$ cat config.mk
export PLATFORM = sky130hd
export DESIGN_NAME = addr_high_io_port
export DESIGN_NICKNAME = d
export VERILOG_FILES = /design/src/hw/addr_high_io_pkg.sv /design/src/hw/pin_sync3.sv /design/src/hw/port_reg8.sv /design/src/hw/addr_high_io_port.sv
export VERILOG_INCLUDE_DIRS = /design/src /design/src/hw
export SDC_FILE = /design/constraint.sdc
export NUM_CORES = 1
export LEC_CHECK = 0
export BUFFER_PORTS_ARGS = -buffer_cell sky130_fd_sc_hd__buf_2
export CELL_PAD_IN_SITES_DETAIL_PLACEMENT = 0
export CELL_PAD_IN_SITES_GLOBAL_PLACEMENT = 1
export CORE_AREA = 3 3 101 103
export DETAILED_ROUTE_END_ITERATION = 7
export DIE_AREA = 0 0 104 106
export PLACE_DENSITY = 0.76
export SYNTH_ARGS = -nofsm -noshare
export SYNTH_HDL_FRONTEND = slang
export SYNTH_SLANG_ARGS = --single-unit
export TNS_END_PERCENT = 20
$ cat constraint.sdc
create_clock -name clk_in -period 2.6 [get_ports clk_in]
set_clock_uncertainty 0.05 [all_clocks]
set_input_delay 0.52 -clock clk_in [delete_from_list [all_inputs] [get_ports clk_in]]
set_output_delay 0.52 -clock clk_in [all_outputs]
set_load 0.005 [all_outputs]
$ cat src/hw/addr_high_io_defs.svh
// Constant definitions for the address-high general-purpose port
`ifndef ADDR_HIGH_IO_DEFS_SVH
`define ADDR_HIGH_IO_DEFS_SVH

// Register offsets in the processor address space
`define AHIO_OFS_PULLUP    16'hffad
`define AHIO_OFS_DIRECTION 16'hffb1
`define AHIO_OFS_LATCH     16'hffb3

// Register widths and reset values
`define AHIO_WIDTH         8
`define AHIO_ZERO          8'h00
`define AHIO_ALL_ONES      8'hff

// Read value of the write-only direction register
`define AHIO_DIR_READBACK  8'hff

// Read value of an unmapped address
`define AHIO_UNMAPPED_READ 8'h00

// Operating mode codes on the mode input
`define AHIO_MODE_CODE_1   2'h1
`define AHIO_MODE_CODE_2   2'h2
`define AHIO_MODE_CODE_3   2'h3

`endif

$ cat src/hw/addr_high_io_pkg.sv
// Types shared by the address-high general-purpose port
package addr_high_io_pkg;

    // Decoded operating mode
    typedef enum logic [1:0] {
        MODE_EXP_NO_ROM,
        MODE_EXP_ROM,
        MODE_SINGLE_CHIP
    } op_mode_t;

endpackage

$ cat src/hw/pin_sync3.sv
// Three-stage pin synchroniser with agreement filter, one lane per bit
`timescale 1ns/1ps
`default_nettype none

module pin_sync3 #(
    parameter int WIDTH = 8
) (
    // Clock and reset
    input  wire logic             clk_in,
    input  wire logic             rst_n_in,
    // Raw and filtered levels
    input  wire logic [WIDTH-1:0] raw_in,
    output var  logic [WIDTH-1:0] level_out
);

    ////////////////////////////////////////////////////////////////////
    // One lane per pin
    genvar g;
    generate
        for (g = 0; g < WIDTH; g++) begin : g_lane
            logic stage1_r;     // Metastable stage, read by stage2 only
            logic stage2_r;     // Second stage
            logic stage3_r;     // Third stage
            logic level_r;      // Accepted level
            logic level_nxt;    // Next accepted level

            // Take a change only once stages two and three agree
            always_comb begin
                level_nxt = level_r;
                if (stage2_r == stage3_r) begin
                    level_nxt = stage3_r;
                end
            end

            // Shift chain and accepted level
            always_ff @(posedge clk_in or negedge rst_n_in) begin
                if (!rst_n_in) begin
                    stage1_r <= 1'b0;
                    stage2_r <= 1'b0;
                    stage3_r <= 1'b0;
                    level_r  <= 1'b0;
                end else begin
                    stage1_r <= raw_in[g];
                    stage2_r <= stage1_r;
                    stage3_r <= stage2_r;
                    level_r  <= level_nxt;
                end
            end

            assign level_out[g] = level_r;
        end
    endgenerate

endmodule

`default_nettype wire

$ cat src/hw/port_reg8.sv
// One port control register with clear, force-to-ones and write
`timescale 1ns/1ps
`default_nettype none

module port_reg8 #(
    parameter int WIDTH = 8
) (
    // Clock and reset
    input  wire logic             clk_in,
    input  wire logic             rst_n_in,
    // Control
    input  wire logic             clear_in,
    input  wire logic             force_in,
    input  wire logic             wr_in,
    input  wire logic [WIDTH-1:0] wdata_in,
    // Stored value
    output var  logic [WIDTH-1:0] value_out
);

    logic [WIDTH-1:0] value_r;      // Stored bits
    logic [WIDTH-1:0] value_nxt;    // Next stored bits

    ////////////////////////////////////////////////////////////////////
    // Clear beats force, force beats a software write
    always_comb begin
        value_nxt = value_r;
        if (clear_in) begin
            value_nxt = '0;
        end else if (force_in) begin
            value_nxt = '1;
        end else if (wr_in) begin
            value_nxt = wdata_in;
        end
    end

    // Reset value is all zeros
    always_ff @(posedge clk_in or negedge rst_n_in) begin
        if (!rst_n_in) begin
            value_r <= '0;
        end else begin
            value_r <= value_nxt;
        end
    end

    assign value_out = value_r;

endmodule

`default_nettype wire

$ cat src/hw/addr_high_io_port.sv
// Eight-bit general-purpose port doubling as upper address byte
`timescale 1ns/1ps
`default_nettype none

`include "addr_high_io_defs.svh"

module addr_high_io_port #(
    parameter int WIDTH = `AHIO_WIDTH
) (
    // Clock and reset
    input  wire logic             clk_in,
    input  wire logic             rst_n_in,
    // Operating mode and standby, from system logic on this clock
    input  wire logic [1:0]       mode_in,
    input  wire logic             hw_standby_in,
    input  wire logic             sw_standby_in,
    // Upper byte of the current bus-cycle address
    input  wire logic [WIDTH-1:0] bus_addr_hi_in,
    // Register port
    input  wire logic [15:0]      reg_addr_in,
    input  wire logic [WIDTH-1:0] reg_wdata_in,
    input  wire logic             reg_wr_in,
    input  wire logic             reg_rd_in,
    output var  logic [WIDTH-1:0] reg_rdata_out,
    // Port pins
    input  wire logic [WIDTH-1:0] pin_in,
    output var  logic [WIDTH-1:0] pin_out,
    output var  logic [WIDTH-1:0] pin_oe_n_out,
    output var  logic [WIDTH-1:0] pullup_en_out
);

    ////////////////////////////////////////////////////////////////////
    // Reset release synchroniser

    logic rst_meta_r;   // First release stage
    logic rst_sync_r;   // Released reset used by the block

    // Assert at once, release after two edges
    // A bare release could land near an edge and split the
    // registers across two cycles; the two stages prevent that
    always_ff @(posedge clk_in or negedge rst_n_in) begin
        if (!rst_n_in) begin
            rst_meta_r <= 1'b0;
            rst_sync_r <= 1'b0;
        end else begin
            rst_meta_r <= 1'b1;
            rst_sync_r <= rst_meta_r;
        end
    end

    ////////////////////////////////////////////////////////////////////
    // Mode decode

    addr_high_io_pkg::op_mode_t mode_sel;   // Decoded mode
    logic                       mode1;      // Expanded, no on-chip ROM
    logic                       mode2;      // Expanded, with on-chip ROM

    // Unknown code falls back to single chip, the safest choice
    always_comb begin
        unique case (mode_in)
            // Expanded bus, every pin carries address
            `AHIO_MODE_CODE_1: begin
                mode_sel = addr_high_io_pkg::MODE_EXP_NO_ROM;
            end
            // Expanded bus, address chosen per pin
            `AHIO_MODE_CODE_2: begin
                mode_sel = addr_high_io_pkg::MODE_EXP_ROM;
            end
            // Single chip, no address function
            `AHIO_MODE_CODE_3: begin
                mode_sel = addr_high_io_pkg::MODE_SINGLE_CHIP;
            end
            // Code zero is not a legal mode
            default: begin
                mode_sel = addr_high_io_pkg::MODE_SINGLE_CHIP;
            end
        endcase
    end

    // Single chip needs no flag of its own: it is neither of these
    assign mode1 = (mode_sel == addr_high_io_pkg::MODE_EXP_NO_ROM);
    assign mode2 = (mode_sel == addr_high_io_pkg::MODE_EXP_ROM);

    ////////////////////////////////////////////////////////////////////
    // Register write decode

    logic             wr_allowed;   // Processor running, write present
    logic             wr_dir;       // Direction register write
    logic             wr_latch;     // Output latch write
    logic             wr_pullup;    // Pull-up control write
    logic             dir_clear;    // Direction cleared in hardware standby
    logic [WIDTH-1:0] dir_q;        // Direction bits
    logic [WIDTH-1:0] latch_q;      // Output latch bits
    logic [WIDTH-1:0] pullup_q;     // Pull-up control bits

    // Writes are dropped in either standby; the processor is halted
    // so a stray strobe during wake-up cannot disturb the port
    assign wr_allowed = reg_wr_in && !hw_standby_in && !sw_standby_in;
    assign wr_latch   = wr_allowed && (reg_addr_in == `AHIO_OFS_LATCH);
    assign wr_pullup  = wr_allowed && (reg_addr_in == `AHIO_OFS_PULLUP);

    assign wr_dir = wr_allowed && !mode1
                 && (reg_addr_in == `AHIO_OFS_DIRECTION);

    // hardware standby clears direction outside mode 1
    assign dir_clear = hw_standby_in && !mode1;

    ////////////////////////////////////////////////////////////////////
    // Register storage

    // Mode 1 forces ones on every edge, so no write can clear them
    // direction forced to ones after reset in mode 1
    port_reg8 #(
        .WIDTH     (WIDTH)
    ) u_dir (
        .clk_in    (clk_in),
        .rst_n_in  (rst_sync_r),
        .clear_in  (dir_clear),
        .force_in  (mode1),
        .wr_in     (wr_dir),
        .wdata_in  (reg_wdata_in),
        .value_out (dir_q)
    );

    port_reg8 #(
        .WIDTH     (WIDTH)
    ) u_latch (
        .clk_in    (clk_in),
        .rst_n_in  (rst_sync_r),
        .clear_in  (hw_standby_in),
        .force_in  (1'b0),
        .wr_in     (wr_latch),
        .wdata_in  (reg_wdata_in),
        .value_out (latch_q)
    );

    // pull-up control cleared in hardware standby
    // Software standby leaves it alone as well
    port_reg8 #(
        .WIDTH     (WIDTH)
    ) u_pullup (
        .clk_in    (clk_in),
        .rst_n_in  (rst_sync_r),
        .clear_in  (hw_standby_in),
        .force_in  (1'b0),
        .wr_in     (wr_pullup),
        .wdata_in  (reg_wdata_in),
        .value_out (pullup_q)
    );

    ////////////////////////////////////////////////////////////////////
    // Pin input synchroniser

    logic [WIDTH-1:0] pin_level;    // Filtered pin levels

    // Pins are asynchronous to the clock
    // Limitation: a pin change reaches reads some four cycles late
    // and a pin that toggles every cycle is never accepted
    // Filter runs on the released reset so it starts from a known level
    pin_sync3 #(
        .WIDTH     (WIDTH)
    ) u_pin_sync (
        .clk_in    (clk_in),
        .rst_n_in  (rst_sync_r),
        .raw_in    (pin_in),
        .level_out (pin_level)
    );

    ////////////////////////////////////////////////////////////////////
    // Per-pin function

    logic [WIDTH-1:0] addr_fn;          // Pin carries an address bit
    logic [WIDTH-1:0] gp_out;           // Pin is a general output
    logic [WIDTH-1:0] pin_nxt;          // Next pin level
    logic [WIDTH-1:0] oe_n_nxt;         // Next enable, low drives
    logic [WIDTH-1:0] pullup_nxt;       // Next pull-up enable
    logic [WIDTH-1:0] read_bits;        // Latch or pin per bit

    // One lane per pin; every lane sees the same mode and standby
    genvar g;
    generate
        for (g = 0; g < WIDTH; g++) begin : g_bit
            // mode 1 makes every pin an address pin
            // mode 2 chooses per pin by direction
            assign addr_fn[g] = mode1 || (mode2 && dir_q[g]);

            // direction one makes an output
            // An address pin is never also a general output
            assign gp_out[g] = !addr_fn[g] && dir_q[g];

            // address pins follow the bus address
            // software standby holds address pins low
            // Low, not floating, so the bus holds a defined level
            assign pin_nxt[g] = addr_fn[g]
                              ? (bus_addr_hi_in[g] && !sw_standby_in)
                              : latch_q[g];

            // hardware standby floats every pin
            // Otherwise driven only as address or general output
            assign oe_n_nxt[g] = hw_standby_in
                              || !(addr_fn[g] || gp_out[g]);

            // pull-up needs input direction and control set
            // never a pull-up in mode 1
            // each control bit acts on its own pin only
            // Off in hardware standby even before the control clears
            assign pullup_nxt[g] = pullup_q[g] && !dir_q[g]
                                && !mode1 && !hw_standby_in;

            // outputs read latch, inputs read the pin
            assign read_bits[g] = dir_q[g] ? latch_q[g] : pin_level[g];
        end
    endgenerate

    ////////////////////////////////////////////////////////////////////
    // Read data

    logic [WIDTH-1:0] rdata_r;      // Read data, valid one cycle
    logic [WIDTH-1:0] rdata_nxt;    // Next read data

    // Read data stands only in the cycle after the strobe
    // An output bit reads the latch even while its pin carries an
    // address bit, so software sees what it wrote
    always_comb begin
        rdata_nxt = `AHIO_ZERO;
        // No strobe: zero, so stale data never lingers
        if (reg_rd_in) begin
            unique case (reg_addr_in)
                `AHIO_OFS_LATCH: begin
                    rdata_nxt = read_bits;
                end
                `AHIO_OFS_PULLUP: begin
                    rdata_nxt = pullup_q;
                end
                `AHIO_OFS_DIRECTION: begin
                    rdata_nxt = `AHIO_DIR_READBACK;
                end
                // Unmapped addresses read a fixed value
                default: begin
                    rdata_nxt = `AHIO_UNMAPPED_READ;
                end
            endcase
        end
    end

    ////////////////////////////////////////////////////////////////////
    // Output registers

    logic [WIDTH-1:0] pin_r;        // Driven pin level
    logic [WIDTH-1:0] oe_n_r;       // Output enable, low drives
    logic [WIDTH-1:0] pullup_r;     // Pull-up enables

    // Registering every pin control keeps glitches off the pads,
    // at the cost of one cycle of lag behind the bus address
    // Pin level is unused while floating; zero keeps it defined
    // reset leaves pins floating, pull-ups off
    always_ff @(posedge clk_in or negedge rst_sync_r) begin
        if (!rst_sync_r) begin
            pin_r    <= `AHIO_ZERO;
            oe_n_r   <= `AHIO_ALL_ONES;
            pullup_r <= `AHIO_ZERO;
            rdata_r  <= `AHIO_ZERO;
        end else begin
            pin_r    <= pin_nxt;
            oe_n_r   <= oe_n_nxt;
            pullup_r <= pullup_nxt;
            rdata_r  <= rdata_nxt;
        end
    end

    // Every output comes straight from a flop
    assign pin_out       = pin_r;
    assign pin_oe_n_out  = oe_n_r;
    assign pullup_en_out = pullup_r;
    assign reg_rdata_out = rdata_r;

endmodule

`default_nettype wire

==> qor.yml <==
power.total_w: 0.00279
path_max_fanout: 10
detailroute.via_count: 2436
required_ps: 2840
worst-slew-pin-transition_ps: 703
drc_violations_left: 0
start_util_pct: 38.0
critPathKind: "in -> reg"
synthArstFlopShare_pct: 100
end_kind: "flop"
clk_root_buffer_cell: "clkbuf_8"
synth_nets: 327
grt_setup_unrepaired: "false"
insertedDiodeCount: 0
synth_sequential_area_ratio_pct: 64.2
fillers: 884
report.final.slew_viol_count: 0
fin_tns_setup_ps: 0
synth_enable_flop_cells: 0
netlist.area_leader.share_pct: 58.2
yosysTopAreaCell: "dfrtp_1"
synth_top_cells_by_count: "dfrtp_1 (82), nand3_1 (18), nand2_1 (17)"
yosysWarnings: 0
port_buffers: 79
final-seq-area_um2: 2270
placedCellCount: 477
longest_clk_path_bufs: 2
clock_sinks: 90
groute.usage.overall_pct: 15.1
finalNonFillerCells: 494
hp-class: "in -> reg"
initial_antenna_violation_count: 0
max-slew-margin-rel_pct: 52.9
netlist_top_cells_area: "dfrtp_1 (58%), dfstp_2 (6.0%), nand3_1 (2.6%)"
synth.avg_cell_area_um2: 12.6
vdd.ir_drop.worst_mv: 0.303
rows: 35
drt_wl_total_mm: 7.86
fin_nets: 408
io-pin-count: 80
netlist-cell-type-count: 34
dp.final_hpwl_mm: 5.57
tritoncts: "built"
insertion_delay_ps: 350
cts_made_buffers: 9
fin_crit_sh_pct: 66.8
netlist_area_um2: 3520
grt.overflow.total: 0
post_drt_wl_per_cell_um: 15.9
worst_ep_arrival_time_ps: 1970
finish.instance_area_um2: 4280
drt_iter0_drc: 175
max_freq_mhz: 576
firstDrtPassIters: 4
synth_top_flop_cell: "dfrtp_1"
static-leakage-power_nw: 1.99
setup.worst_path.start_class: "input port"
htreeDepth: 3
post-synth-top-count-cell: "dfrtp_1"
count_of_state_elements_after_synthesis: 90
drv_cap: 0
grt_max_degree: 47
placer_congestion: 0.834
chipWidth_um: 104
layout-drive-gt1-share_pct: 34.2
synthToLayoutAreaGrowth_pct: 21.5
floorplan.die_area_um2: 11000
clk_transition_reported_paths_ps: 90
detail-route-antenna-nets: 0
placed_cell_area_um2: 4050
power_dens_cells_nw_per_um2: 652
status: "completed"
syn-instance-count: 279
core_area_um2: 9280
die-height_um: 106
setup_violations: 0
route.detailed.vias_per_inst: 4.93
timing.final.hold_violations: 0
first_global_vias: 2482
final_period_minus_worst_setup_slack_ps: 1740
grt_pass1_wl_mm: 13.1
multi_input_area_um2: 1140
critical path, cell delays in order:
cell and delay (ps):
buf_2 100, and4bb_4 360, nand3_4 140, nor2_1 560, a221o_1 290
state kept, by name, indices dropped and copies added (netlist names):
name	cells
pin_oe_n_out	8
pin_out	8
pullup_en_out	8
reg_rdata_out	8
rst_meta_r	1
rst_sync_r	1
u_dir.value_out	8
u_latch.value_out	8
u_pin_sync.g_lane.level_r	8
u_pin_sync.g_lane.stage1_r	8
u_pin_sync.g_lane.stage2_r	8
u_pin_sync.g_lane.stage3_r	8
u_pullup.value_out	8
cell type report:
class | count | share of cell area, %
multi-input cells | 165 | 26.6
clock buffers | 10 | 3.21
inverters | 9 | 0.789
clock inverters | 6 | 2.07
flip-flops and latches | 90 | 52.9
well taps | 129 | 3.77
repair buffers | 85 | 10.6
placed cells by master (no fill, tap or decap), types with 9 or more instances in the layout:
cell,n
dfrtp_1,81
buf_2,79
inv_1,9
nand2_1,17
nand3b_1,9
o21ai_0,16
clkbuf_8,10
nand3_1,18
through the flow:
stage	hold slack, ps	utilization [%]	setup slack, ps
after floorplan	174	-	871
after global placement	256	43.6	532
after detailed placement	258	43.6	504
after CTS	197	46.1	881
after global routing	187	46.1	778
final	213	46.1	863
path summary, 6_finish.rpt:
| kind | from | to | slack, ps | depth (start not counted) |
|---|---|---|---|---|
| max | reg_addr_in[6] | reg_rdata_out[4] | 860 | 5 |
| min | pin_in[1] | u_pin_sync.g_lane[1].stage1_r | 210 | 1 |
| max reg2reg | u_dir.value_out[6] | reg_rdata_out[6] | 1270 | 2 |
| min reg2reg | rst_sync_r | u_pin_sync.g_lane[5].stage1_r | 280 | 0 |
| max in group asynchronous | rst_sync_r | u_pin_sync.g_lane[0].stage3_r | 1570 | 1 |
| min in group asynchronous | rst_sync_r | u_pin_sync.g_lane[5].stage1_r | 280 | 0 |
routing by layer:
metal	global-route usage, %	routed length (µm)	up-vias
li1	-	-	1153
met1	20.6	3620	1209
met2	23.5	3740	67
met3	3.83	403	7
met4	5.41	92	0
met5	0	0	-
logic make-up after synthesis:
logic type | count (synthesis) | synth area share [%]
and+or+nand+nor | 92 | 16.0
DFF | 90 | 64.2
AOI/OAI and AO/OA | 48 | 9.09
buffers and inverters | 24 | 3.48
muxes | 16 | 4.83
adders and majority gates | 8 | 2.27
other | 1 | 0.106
report_power, final:
group          internal, W  leakage [nW]  switching (W)  total [W]
combinational    0.0000992         0.764      0.0000976   0.000197
sequential         0.00147          1.12      0.0000605    0.00153
clock             0.000569         0.109       0.000493    0.00106
total              0.00214          1.99       0.000652    0.00279
timing repair:
action                                 4_1_cts  5_1_grt
hold buffers                                 1        0
gates resized for setup                      0        0
buffers inserted                             0        0
endpoints found under the hold margin        2        0
(Power assumes the default switching activity.)
